### src/boot_mode_pkg.sv
package boot_mode_pkg;

  // ----------------------------------------------------------------
  // converter and strap bands, in millivolts
  // ----------------------------------------------------------------
  localparam int         MV_W          = 10;
  localparam logic [9:0] MV_EDGE_P0_P3 = 10'd640;
  localparam logic [9:0] MV_EDGE_P3_P4 = 10'd495;
  localparam logic [9:0] MV_EDGE_P4_P5 = 10'd355;
  localparam logic [9:0] MV_EDGE_P5_P6 = 10'd215;
  localparam logic [9:0] MV_EDGE_P6_P7 = 10'd75;

  localparam logic [2:0] PRESET_0 = 3'h0;
  localparam logic [2:0] PRESET_3 = 3'h3;
  localparam logic [2:0] PRESET_4 = 3'h4;
  localparam logic [2:0] PRESET_5 = 3'h5;
  localparam logic [2:0] PRESET_6 = 3'h6;
  localparam logic [2:0] PRESET_7 = 3'h7;

  // converter channel order during boot
  localparam logic [1:0] SEL_BOOT  = 2'h0;
  localparam logic [1:0] SEL_CLOCK = 2'h1;
  localparam logic [1:0] SEL_CHAN  = 2'h2;
  localparam logic [1:0] SEL_MIX   = 2'h3;

  // ----------------------------------------------------------------
  // modes, commands, channel contents
  // ----------------------------------------------------------------
  localparam logic [1:0] MODE_ACTIVE  = 2'h0;
  localparam logic [1:0] MODE_BYPASS  = 2'h1;
  localparam logic [1:0] MODE_SLEEP   = 2'h2;
  localparam logic [1:0] MODE_STANDBY = 2'h3;

  localparam logic [1:0] CMD_ACTIVE = 2'h0;
  localparam logic [1:0] CMD_BYPASS = 2'h1;
  localparam logic [1:0] CMD_SLEEP  = 2'h2;

  localparam logic [1:0] SRC_START = 2'h0;
  localparam logic [1:0] SRC_MIXED = 2'h1;
  localparam logic [1:0] SRC_END   = 2'h2;
  localparam logic [1:0] SRC_OFF   = 2'h3;

  typedef enum logic [2:0] {
    ST_RESET   = 3'h0,
    ST_CONV    = 3'h1,
    ST_ACTIVE  = 3'h3,
    ST_BYPASS  = 3'h2,
    ST_SLEEP   = 3'h6,
    ST_STANDBY = 3'h7,
    ST_EXTBOOT = 3'h5
  } state_t;

  // ----------------------------------------------------------------
  // timing
  // ----------------------------------------------------------------
  localparam int CLK_PERIOD_PS  = 4000;
  localparam int CLK_LOSS_NS    = 10000;
  localparam int CLK_LOSS_CYC   = (CLK_LOSS_NS * 1000) / CLK_PERIOD_PS;
  localparam int STANDBY_MS     = 1000;
  localparam int STANDBY_CYC    = STANDBY_MS * (1000000000 / CLK_PERIOD_PS);
  localparam int LOSS_W         = 12;

endpackage

### src/boot_config_mode_control.sv
`timescale 1ns/1ps
module boot_config_mode_control
  import boot_mode_pkg::*;
#(
  parameter int STANDBY_TIMEOUT_CYC = STANDBY_CYC
)(
  input  wire logic            clk,
  input  wire logic            rstn,
  output logic                 conv_start,
  output logic [1:0]           conv_sel,
  input  wire logic            conv_done,
  input  wire logic [MV_W-1:0] conv_mv,
  input  wire logic            mode_cmd_valid,
  input  wire logic [1:0]      mode_cmd,
  input  wire logic            scl_level,
  input  wire logic            external_clock_input,
  output logic [1:0]           mode,
  output logic                 config_done,
  output logic                 ext_boot,
  output logic                 nr_run,
  output logic                 stats_on,
  output logic                 bypass_route,
  output logic                 tone_on,
  output logic                 analog_on,
  output logic                 lowspeed_osc,
  output logic [9:0]           talk_min_cm,
  output logic [9:0]           talk_max_cm,
  output logic [14:0]          external_clock_input_khz,
  output logic                 int_osc,
  output logic                 out_differential,
  output logic                 dual_outputs,
  output logic [1:0]           ch0_src,
  output logic [1:0]           ch1_src,
  output logic [6:0]           mix_pct
);

  // ----------------------------------------------------------------
  // state
  // ----------------------------------------------------------------
  typedef struct packed {
    state_t            st;
    logic [1:0]        sel;
    logic              start;
    logic [2:0]        boot_p;
    logic [2:0]        clk_p;
    logic [2:0]        chan_p;
    logic [2:0]        mix_p;
    logic              cmd_sleep;
    state_t            resume;
    logic              ext_prev;
    logic              scl_prev;
    logic [LOSS_W-1:0] loss_cnt;
    logic [31:0]       stby_cnt;
    logic [1:0]        mode;
    logic              done;
    logic              ext_boot;
    logic              nr_run;
    logic              stats_on;
    logic              bypass;
    logic              tone;
    logic              analog;
    logic              lowosc;
    logic [9:0]        tmin;
    logic [9:0]        tmax;
    logic [14:0]       khz;
    logic              int_osc;
    logic              diff;
    logic              dual;
    logic [1:0]        ch0;
    logic [1:0]        ch1;
    logic [6:0]        mix;
  } regs_t;

  localparam logic [LOSS_W-1:0] LOSS_LIMIT = LOSS_W'(CLK_LOSS_CYC);

  regs_t s_q;
  regs_t s_d;

  logic ext_edge;
  logic scl_fall;
  logic clk_lost;

  // nearest-band resolution puts each gap edge at its midpoint
  function automatic logic [2:0] band(input logic [MV_W-1:0] mv);
    logic [2:0] p;
    if (mv >= MV_EDGE_P0_P3)      p = PRESET_0;
    else if (mv >= MV_EDGE_P3_P4) p = PRESET_3;
    else if (mv >= MV_EDGE_P4_P5) p = PRESET_4;
    else if (mv >= MV_EDGE_P5_P6) p = PRESET_5;
    else if (mv >= MV_EDGE_P6_P7) p = PRESET_6;
    else                          p = PRESET_7;
    return p;
  endfunction

  assign ext_edge = external_clock_input != s_q.ext_prev;
  assign scl_fall = s_q.scl_prev && !scl_level;
  // internal oscillator preset never counts as a lost clock
  assign clk_lost = (s_q.loss_cnt == LOSS_LIMIT) && (s_q.clk_p != PRESET_7);

  // ----------------------------------------------------------------
  // next state
  // ----------------------------------------------------------------
  always_comb
  begin
    s_d          = s_q;
    s_d.start    = 1'b0;
    s_d.ext_prev = external_clock_input;
    s_d.scl_prev = scl_level;
    if (ext_edge)
    begin
      s_d.loss_cnt = '0;
    end
    else if (s_q.loss_cnt != LOSS_LIMIT)
    begin
      s_d.loss_cnt = s_q.loss_cnt + 1'b1;
    end

    case (s_q.st)
      ST_RESET:
      begin
        s_d.st    = ST_CONV;
        s_d.sel   = SEL_BOOT;
        s_d.start = 1'b1;
      end
      ST_CONV:
      begin
        if (conv_done)
        begin
          case (s_q.sel)
            SEL_BOOT:  s_d.boot_p = band(conv_mv);
            SEL_CLOCK: s_d.clk_p  = band(conv_mv);
            SEL_CHAN:  s_d.chan_p = band(conv_mv);
            default:   s_d.mix_p  = band(conv_mv);
          endcase
          if (s_q.sel == SEL_MIX)
          begin
            // straps are never sampled again after this point
            s_d.done = 1'b1;
            if (s_q.boot_p == PRESET_0)
              s_d.st = ST_EXTBOOT;
            else if (s_q.boot_p == PRESET_6 || s_q.boot_p == PRESET_7)
              s_d.st = ST_BYPASS;
            else
              s_d.st = ST_ACTIVE;
          end
          else
          begin
            s_d.sel   = s_q.sel + 1'b1;
            s_d.start = 1'b1;
          end
        end
      end
      ST_ACTIVE, ST_BYPASS:
      begin
        if (mode_cmd_valid && mode_cmd == CMD_ACTIVE)
          s_d.st = ST_ACTIVE;
        else if (mode_cmd_valid && mode_cmd == CMD_BYPASS)
          s_d.st = ST_BYPASS;
        else if (mode_cmd_valid && mode_cmd == CMD_SLEEP)
        begin
          s_d.st        = ST_SLEEP;
          s_d.cmd_sleep = 1'b1;
        end
        else if (clk_lost)
        begin
          s_d.st        = ST_SLEEP;
          s_d.cmd_sleep = 1'b0;
          s_d.resume    = s_q.st;
        end
      end
      ST_SLEEP:
      begin
        // commands are not decoded while asleep; scl wakes a commanded sleep, a clock edge a clock-loss sleep
        if (s_q.cmd_sleep && scl_fall)
        begin
          s_d.st       = ST_STANDBY;
          s_d.stby_cnt = '0;
        end
        else if (!s_q.cmd_sleep && ext_edge)
          s_d.st = s_q.resume;
      end
      ST_STANDBY:
      begin
        s_d.stby_cnt = s_q.stby_cnt + 1'b1;
        if (mode_cmd_valid && mode_cmd == CMD_ACTIVE)
          s_d.st = ST_ACTIVE;
        else if (mode_cmd_valid && mode_cmd == CMD_BYPASS)
          s_d.st = ST_BYPASS;
        else if ((mode_cmd_valid && mode_cmd == CMD_SLEEP)
                 || s_q.stby_cnt == 32'(STANDBY_TIMEOUT_CYC - 1))
        begin
          s_d.st        = ST_SLEEP;
          s_d.cmd_sleep = 1'b1;
        end
      end
      ST_EXTBOOT:
      begin
        s_d.st = ST_EXTBOOT;
      end
      default:
      begin
        s_d.st = ST_RESET;
      end
    endcase

    // ---------------------------------------------------------------
    // decode, aligned with the next state
    // ---------------------------------------------------------------
    s_d.mode     = (s_d.st == ST_BYPASS)  ? MODE_BYPASS  :
                   (s_d.st == ST_SLEEP)   ? MODE_SLEEP   :
                   (s_d.st == ST_STANDBY) ? MODE_STANDBY : MODE_ACTIVE;
    s_d.ext_boot = s_d.st == ST_EXTBOOT;
    s_d.nr_run   = s_d.st == ST_ACTIVE;
    s_d.stats_on = s_d.st == ST_ACTIVE || s_d.st == ST_BYPASS;
    s_d.bypass   = s_d.st == ST_BYPASS && s_d.boot_p != PRESET_6;
    s_d.tone     = s_d.st == ST_BYPASS && s_d.boot_p == PRESET_6;
    s_d.analog   = s_d.st == ST_ACTIVE || s_d.st == ST_BYPASS;
    s_d.lowosc   = s_d.st == ST_SLEEP;

    case (s_d.boot_p)
      PRESET_3: begin s_d.tmin = 10'd50; s_d.tmax = 10'd500; end
      PRESET_4: begin s_d.tmin = 10'd5;  s_d.tmax = 10'd500; end
      PRESET_5: begin s_d.tmin = 10'd5;  s_d.tmax = 10'd100; end
      default:  begin s_d.tmin = 10'd0;  s_d.tmax = 10'd0;   end
    endcase

    s_d.int_osc = s_d.clk_p == PRESET_7;
    case (s_d.clk_p)
      PRESET_0: s_d.khz = 15'd2048;
      PRESET_3: s_d.khz = 15'd2400;
      PRESET_4: s_d.khz = 15'd2800;
      PRESET_5: s_d.khz = 15'd3072;
      PRESET_6: s_d.khz = 15'd26000;
      default:  s_d.khz = 15'd0;
    endcase

    case (s_d.chan_p)
      PRESET_3:
      begin
        s_d.diff = 1'b0; s_d.dual = 1'b1; s_d.ch0 = SRC_START; s_d.ch1 = SRC_MIXED;
      end
      PRESET_4:
      begin
        s_d.diff = 1'b0; s_d.dual = 1'b1; s_d.ch0 = SRC_MIXED; s_d.ch1 = SRC_END;
      end
      PRESET_5:
      begin
        s_d.diff = 1'b1; s_d.dual = 1'b0; s_d.ch0 = SRC_MIXED; s_d.ch1 = SRC_OFF;
      end
      PRESET_6:
      begin
        s_d.diff = 1'b0; s_d.dual = 1'b0; s_d.ch0 = SRC_MIXED; s_d.ch1 = SRC_OFF;
      end
      PRESET_7:
      begin
        s_d.diff = 1'b0; s_d.dual = 1'b0; s_d.ch0 = SRC_OFF; s_d.ch1 = SRC_MIXED;
      end
      default:
      begin
        s_d.diff = 1'b1; s_d.dual = 1'b0; s_d.ch0 = SRC_START; s_d.ch1 = SRC_OFF;
      end
    endcase

    case (s_d.mix_p)
      PRESET_3: s_d.mix = 7'd20;
      PRESET_4: s_d.mix = 7'd40;
      PRESET_5: s_d.mix = 7'd60;
      PRESET_6: s_d.mix = 7'd80;
      PRESET_7: s_d.mix = 7'd100;
      default:  s_d.mix = 7'd0;
    endcase
  end

  always_ff @(posedge clk)
  begin
    if (!rstn)
    begin
      s_q          <= '0;
      s_q.st       <= ST_RESET;
      s_q.resume   <= ST_ACTIVE;
      s_q.scl_prev <= 1'b1;
    end
    else
    begin
      s_q <= s_d;
    end
  end

  // ----------------------------------------------------------------
  // outputs
  // ----------------------------------------------------------------
  assign conv_start       = s_q.start;
  assign conv_sel         = s_q.sel;
  assign mode             = s_q.mode;
  assign config_done      = s_q.done;
  assign ext_boot         = s_q.ext_boot;
  assign nr_run           = s_q.nr_run;
  assign stats_on         = s_q.stats_on;
  assign bypass_route     = s_q.bypass;
  assign tone_on          = s_q.tone;
  assign analog_on        = s_q.analog;
  assign lowspeed_osc     = s_q.lowosc;
  assign talk_min_cm      = s_q.tmin;
  assign talk_max_cm      = s_q.tmax;
  assign external_clock_input_khz      = s_q.khz;
  assign int_osc          = s_q.int_osc;
  assign out_differential = s_q.diff;
  assign dual_outputs     = s_q.dual;
  assign ch0_src          = s_q.ch0;
  assign ch1_src          = s_q.ch1;
  assign mix_pct          = s_q.mix;
endmodule

### config.mk
export PLATFORM = sky130hd
export DESIGN_NAME = boot_config_mode_control
export DESIGN_NICKNAME = d
export VERILOG_FILES = /design/src/boot_mode_pkg.sv /design/src/boot_config_mode_control.sv
export SDC_FILE = /design/constraint.sdc
export NUM_CORES = 1
export LEC_CHECK = 0
export ABC_AREA = 0
export BUFFER_PORTS_ARGS = -buffer_cell sky130_fd_sc_hd__buf_2
export CAP_MARGIN = 25
export CORE_ASPECT_RATIO = 0.6
export CORE_MARGIN = 2
export CORE_UTILIZATION = 55
export DETAILED_ROUTE_END_ITERATION = 16
export PLACE_DENSITY_LB_ADDON = 0.12
export SLEW_MARGIN = 20
export SYNTH_ARGS = -nofsm -noshare
export SYNTH_HDL_FRONTEND = slang
export SYNTH_SLANG_ARGS = --single-unit
export TNS_END_PERCENT = 20
### constraint.sdc
create_clock -name clk -period 2.6 [get_ports clk]
set_input_delay 0.65 -clock clk [delete_from_list [all_inputs] [get_ports clk]]
set_output_delay 0.65 -clock clk [all_outputs]
set_load 0.01 [all_outputs]
==> results.json, run 1 <==
{
  "crit_required_ns": 2.90,
  "ant_nets": 0,
  "route.vias.total": 4003,
  "grt_use_met1_pct": 32.1,
  "relSlewSlack_pct": 56.7,
  "drtIter0Drc": 316,
  "first_pass_iters": 6,
  "final_common_cell": "dfxtp_1",
  "routabilityCongestion": 0.859,
  "grt_usage_pct": 21.9,
  "cts_tree": "done",
  "cp_cell_sequence": "or4_4 -> nor4_4 -> a31o_1 -> o221ai_2 -> or3b_4 -> a21bo_1",
  "grt_busiest_layer": "met2",
  "wl_per_cell_um": 14.4,
  "cts-root-buf": "clkbuf_16",
  "critPathMaxStageDelay_ns": 0.57,
  "cts-htree-levels": 3,
  "drive_gt1_share_pct": 20.3,
  "critPathCaptureType": "flip-flop",
  "max_cap_violations": 0,
  "core-area_um2": 8650,
  "cts_sinks": 100,
  "layout_common_cells": "dfxtp_1 (100), nor2_1 (68), buf_2 (63)",
  "synth_top_area_cell": "dfxtp_1",
  "cts_hold_buf": 0,
  "setup_viol": 0,
  "clk_pin_slew_worst_paths_ns": 0.07,
  "drc": 0,
  "ys.flop_type": "dfxtp_1",
  "final_nets": 636,
  "grt_util_met2_pct": 32.6,
  "power_mw": 3.02,
  "synth_edf_count": 0,
  "synth_area_per_cell_um2": 8.68,
  "syn_inst": 573,
  "finalCriticalPeriod_ns": 2.33,
  "rsz0062_at_grt": "false",
  "dieArea_um2": 9840,
  "postCtsSetupBuffers": 0,
  "antenna_cells": 0,
  "hold_viol_final": 0,
  "cp_max_fo": 5,
  "tightest_slew_ns": 0.645,
  "numCtsBuffers": 9,
  "netlist_top_cells_area": "dfxtp_1 (40%), buf_4 (8.5%), nor2_1 (5.1%)",
  "io_pins": 80,
  "start_util_pct": 57.5,
  "startpoint_type": "flip-flop",
  "synthArstFlopShare_pct": 0,
  "ys_warn_count": 0,
  "worstPathArrival_ns": 2.63,
  "fmax_mhz": 430,
  "grt_pass1_vias": 3551,
  "critPathKind": "reg2reg",
  "seq_area_frac_synth_pct": 40.3,
  "powerDensity_nw_per_um2": 557,
  "syn2layout_area_growth_pct": 9.08,
  "status": "finished, final reports clean",
  "instances_no_fill": 727,
  "cp_slowest_cell": "or4_4",
  "p_leak_nw": 2.30,
  "io_buffers": 63,
  "antenna_found_initial": 0,
  "ys_ff_latch": 100,
  "setup_ws_ns": 0.272,
  "rows": 26,
  "tns_ns": 0,
  "routed_wl_um": 10500,
  "dp_hpwl_um": 7740,
  "pre_cts_ws_ns": 0.0835,
  "post-route-util_pct": 62.7,
  "grt_pass1_wl_um": 17300,
  "fp.dieH_um": 77.7,
  "synth_top_area_share_pct": 40.3,
  "grt_max_degree": 27,
  "crit_buf_inv": 0,
  "die_w_um": 127,
  "ctsResizeCount": 0,
  "cts_max_path_buffers": 2,
  "vias_per_cell": 5.51,
  "clk_latency_ns": 0.35,
  "fin_skew_ns": 0.00644,
  "hp-class": "reg2reg",
  "critPathTopFamily": "simple AND/OR/NAND/NOR gates",
  "dp.cells": 711,
  "min_period_over_period_pct": 89.5,
  "grt_overflow": 0,
  "synth.distinct_cells": 74,
  "slew_viol_final": 0,
  "syn_area_um2": 4970,
  "max-vdd-ir-drop_mv": 0.377,
  "met3_usage_pct": 5.45
}
## worst reg2reg max path: stages, from the launching register on
cell and delay, ns:
dfxtp_1 0.38, or4_4 0.57, nor4_4 0.34, a31o_1 0.23, o221ai_2 0.16, or3b_4 0.42
a21bo_1 0.18
## through the flow
step	hold slack [ns]	instance area (um2)
global route	0.505	5420
finish	0.465	5420
floorplan	0.419	5030
detailed placement	0.445	5140
global placement	0.443	5140
CTS	0.463	5420
## cells by family (layout without fill, tap and decap cells)
logic type	Yosys count	in the layout	synth area share (%)
AND/OR/NAND/NOR	253	253	27.2
flip-flops	100	100	40.3
AO/OA/AOI/OAI	88	88	12.3
buffers and inverters	87	114	10.9
multiplexers	23	23	4.98
XOR/XNOR	13	13	2.29
adder cells (fa/ha/maj)	8	8	2.01
other	1	16	0.0754
## cell usage after synthesis (10+ instances only)
| master | count |
|---|---|
| and2_1 | 15 |
| o21ai_0 | 12 |
| mux2_2 | 10 |
| buf_4 | 56 |
| and3_1 | 14 |
| nor2_1 | 68 |
| clkbuf_1 | 14 |
| inv_1 | 14 |
| nand4_1 | 12 |
| nand2_1 | 53 |
| a21oi_1 | 25 |
| nor3_1 | 10 |
| dfxtp_1 | 100 |
| nand3_1 | 27 |
## routing by layer
layer  up-vias  share of wire [%]
met1      1841                 51
li1       2011                  -
met3        10                6.6
met2       141                 41
met4         0               0.82
met5         -                  0
## power breakdown
group	total (mW)	leakage (nW)	switching, mW	internal (mW)
clock	1.28	0.137	0.619	0.663
combinational	0.181	1.35	0.115	0.0657
sequential	1.56	0.809	0.0115	1.55
total	3.02	2.30	0.746	2.28
## flip-flops by register name, indices dropped and copies added (netlist names)
register	count
ch1_src	2
talk_min_cm	2
mix_pct	5
conv_sel	2
external_clock_input_khz	7
config_done	1
dual_outputs	1
mode	2
int_osc	1
tone_on	1
bypass_route	1
lowspeed_osc	1
analog_on	1
out_differential	1
ch0_src	2
nr_run	1
conv_start	1
ext_boot	1
s_q	65
talk_max_cm	2
## final timing paths
kind / startpoint / end / slack, ns / cells after the start
setup / recovery: s_q[75]$_SDFFE_PN0P_ / mode[0]$_SDFF_PN0_ / 0.27 / 6
hold / removal: s_q[106]$_SDFFE_PN1P_ / s_q[106]$_SDFFE_PN1P_ / 0.46 / 1
setup reg to reg: s_q[75]$_SDFFE_PN0P_ / mode[0]$_SDFF_PN0_ / 0.27 / 6
hold reg to reg: s_q[106]$_SDFFE_PN1P_ / s_q[106]$_SDFFE_PN1P_ / 0.46 / 1
## area by class of cell
type	instances	area (um2)
Sequential cell	100	2000
Fill cell	737	3230
Inverter	16	60.1
Tap cell	112	140
Clock inverter	7	56.3
Timing Repair Buffer	82	458
Clock buffer	9	225
Multi-Input combinational cell	401	2480
No activity file was read; power rests on OpenSTA's default activity.
==> run 2: changes to the inputs <==
Settings changed: PLACE_DENSITY from default to 0.78, PLACE_DENSITY_LB_ADDON 0.12 to default.
==> run 2 against run 1 <==
Compared with the run above: utilization down 0.29 points; clock-buffer cell count up 1; die area unchanged; critical path depth unchanged; cell count down 0.55%; maximum frequency down 2.4%; clock skew down 0.00056 ns; global-route usage up 0.69 points; flip-flop and latch count unchanged; power about the same; wire length up 0.31%; largest power group unchanged; combinational power down 4%.
==> results.json, run 2 (synthesis results as in run 1) <==
{
  "status": "finished, final reports clean",
  "swShare_pct": 24.2,
  "crit_required_ns": 2.90,
  "critPathCaptureType": "flip-flop",
  "tns_ns": 0,
  "largest_reg_flops": 65,
  "comb_power_share_pct": 5.7,
  "relSlewSlack_pct": 60.1,
  "max-vdd-ir-drop_mv": 0.311,
  "syn2layout_area_growth_pct": 8.58,
  "cts_tree": "done",
  "grt_pass1_wl_um": 17900,
  "p_leak_nw": 2.27,
  "seqPwrFrac_pct": 51.7,
  "max_cap_violations": 0,
  "ctsResizeCount": 0,
  "grt_usage_pct": 22.6,
  "rows": 26,
  "critPathKind": "reg2reg",
  "reg2reg_from": "s_q[124]$_SDFF_PN0_",
  "slew_viol_final": 0,
  "dp_hpwl_um": 7690,
  "post-route-util_pct": 62.4,
  "core-area_um2": 8650,
  "rrSetupSlack_ns": 0.22,
  "antenna_cells": 0,
  "grt_max_degree": 38,
  "setup_viol": 0,
  "drive_gt1_share_pct": 19.8,
  "hold-path-endpoint": "s_q[106]$_SDFFE_PN1P_",
  "cts-root-buf": "clkbuf_16",
  "startpoint_type": "flip-flop",
  "finalCriticalPeriod_ns": 2.38,
  "setup_ws_ns": 0.215,
  "clk_latency_ns": 0.35,
  "start_util_pct": 57.5,
  "dieArea_um2": 9840,
  "antenna_found_initial": 0,
  "fin_skew_ns": 0.00588,
  "power_mw": 3.02,
  "powerDensity_nw_per_um2": 560,
  "rsz0062_at_grt": "false",
  "die_w_um": 127,
  "worstPathArrival_ns": 2.68,
  "clk_pin_slew_worst_paths_ns": 0.07,
  "route.vias.total": 4031,
  "top_register": "s_q",
  "min_period_over_period_pct": 91.7,
  "postCtsSetupBuffers": 0,
  "drc": 0,
  "grt_overflow": 0,
  "cp_max_fo": 12,
  "pre_cts_ws_ns": 0.0525,
  "fmax_mhz": 419,
  "cts_sinks": 100,
  "layout_common_cells": "dfxtp_1 (100), nor2_1 (68), buf_2 (63)",
  "power.switching_mw": 0.731,
  "hp-class": "reg2reg",
  "tightest_slew_ns": 0.597,
  "cts_hold_buf": 0,
  "wl_per_cell_um": 14.6,
  "numCtsBuffers": 9,
  "ant_nets": 0,
  "clkPwrFrac_pct": 42.6,
  "hold_viol_final": 0,
  "cp_slowest_cell": "dfxtp_1",
  "final_area_um2": 5400,
  "num-fill-cells": 740,
  "min_from": "s_q[106]$_SDFFE_PN1P_",
  "rr_worst_depth": 6,
  "routed_wl_um": 10500,
  "drtIter0Drc": 378,
  "io_buffers": 63,
  "io_pins": 80,
  "cts-htree-levels": 3,
  "p_int_mw": 2.29,
  "cp_cell_sequence": "and4bb_1 -> nand4_1 -> a32oi_2 -> o221ai_2 -> or3b_4 -> a21bo_1",
  "grt_pass1_vias": 3648,
  "first_pass_iters": 5,
  "placed_area_um2": 5110,
  "hold_depth": 1,
  "final_nets": 632,
  "routabilityCongestion": 0.925,
  "final_common_cell": "dfxtp_1",
  "regArea_um2": 2000,
  "cts_max_path_buffers": 2,
  "fp.dieH_um": 77.7,
  "r2r_end": "mode[0]$_SDFF_PN0_",
  "critPathMaxStageDelay_ns": 0.56,
  "multi_input_area_um2": 2480,
  "vias_per_cell": 5.58
}
[run 2: cell types whose count changed in the layout (fill, tap and decap cells not counted)]
cell / delta
buf_4: -4
clkbuf_8: +1
clkinv_2: -1
clkinv_4: -1
clkinvlp_4: +3
inv_6: -2
[run 2: how the worst max path moves through the flow]
stage                         start               endpoint  cells past startpoint
2_1_floorplan  s_q[91]$_SDFFE_PP0P_     mode[0]$_SDFF_PN0_                      9
3_3_place_gp              conv_done     mode[0]$_SDFF_PN0_                      7
3_5_place_dp             conv_mv[0]  ch1_src[0]$_SDFF_PN0_                      7
4_1_cts        s_q[75]$_SDFFE_PN0P_     mode[0]$_SDFF_PN0_                      6
5_1_grt         s_q[124]$_SDFF_PN0_     mode[0]$_SDFF_PN0_                      6
6_report        s_q[124]$_SDFF_PN0_     mode[0]$_SDFF_PN0_                      6
[run 2: through the flow]
| step | instances | hold WS [ns] |
|---|---|---|
| 4_1_cts | 723 | 0.461 |
| 3_3_place_gp | 707 | 0.434 |
| 3_5_place_dp | 707 | 0.444 |
| 5_1_grt | 723 | 0.488 |
| 2_1_floorplan | 588 | 0.419 |
| 6_report | 723 | 0.456 |
[run 2: layer usage]
metal	global-route usage [%]	up-vias	routed length, um
li1	-	2007	-
met1	31.7	1890	5230
met2	34.0	116	4540
met3	6.69	18	636
met4	6.37	0	125
met5	0	-	0
[run 2: final cells by class]
type                    instances  area share [%]
clock buffers                  10            4.43
inverters                      16            1.11
clock inverters                 6           0.881
flip-flops and latches        100            37.1
multi-input cells             401            46.0
repair buffers                 78            7.93
well taps                     112            2.60
[run 2: worst max-delay path, delay by kind of cell (launching register included)]
kind               cells  cell delay, ns
AOI/OAI and AO/OA      3            0.60
DFF                    1            0.56
and+or+nand+nor        3            1.16
[run 2: power groups by stage]
stage	Clock, mW	Sequential [mW]	Combinational (mW)
finish	1.29	1.56	0.173
CTS	1.31	1.56	0.171
global placement	0	1.60	0.164
detailed placement	0	1.60	0.171
global route	1.37	1.56	0.193
floorplan	0	1.59	0.143
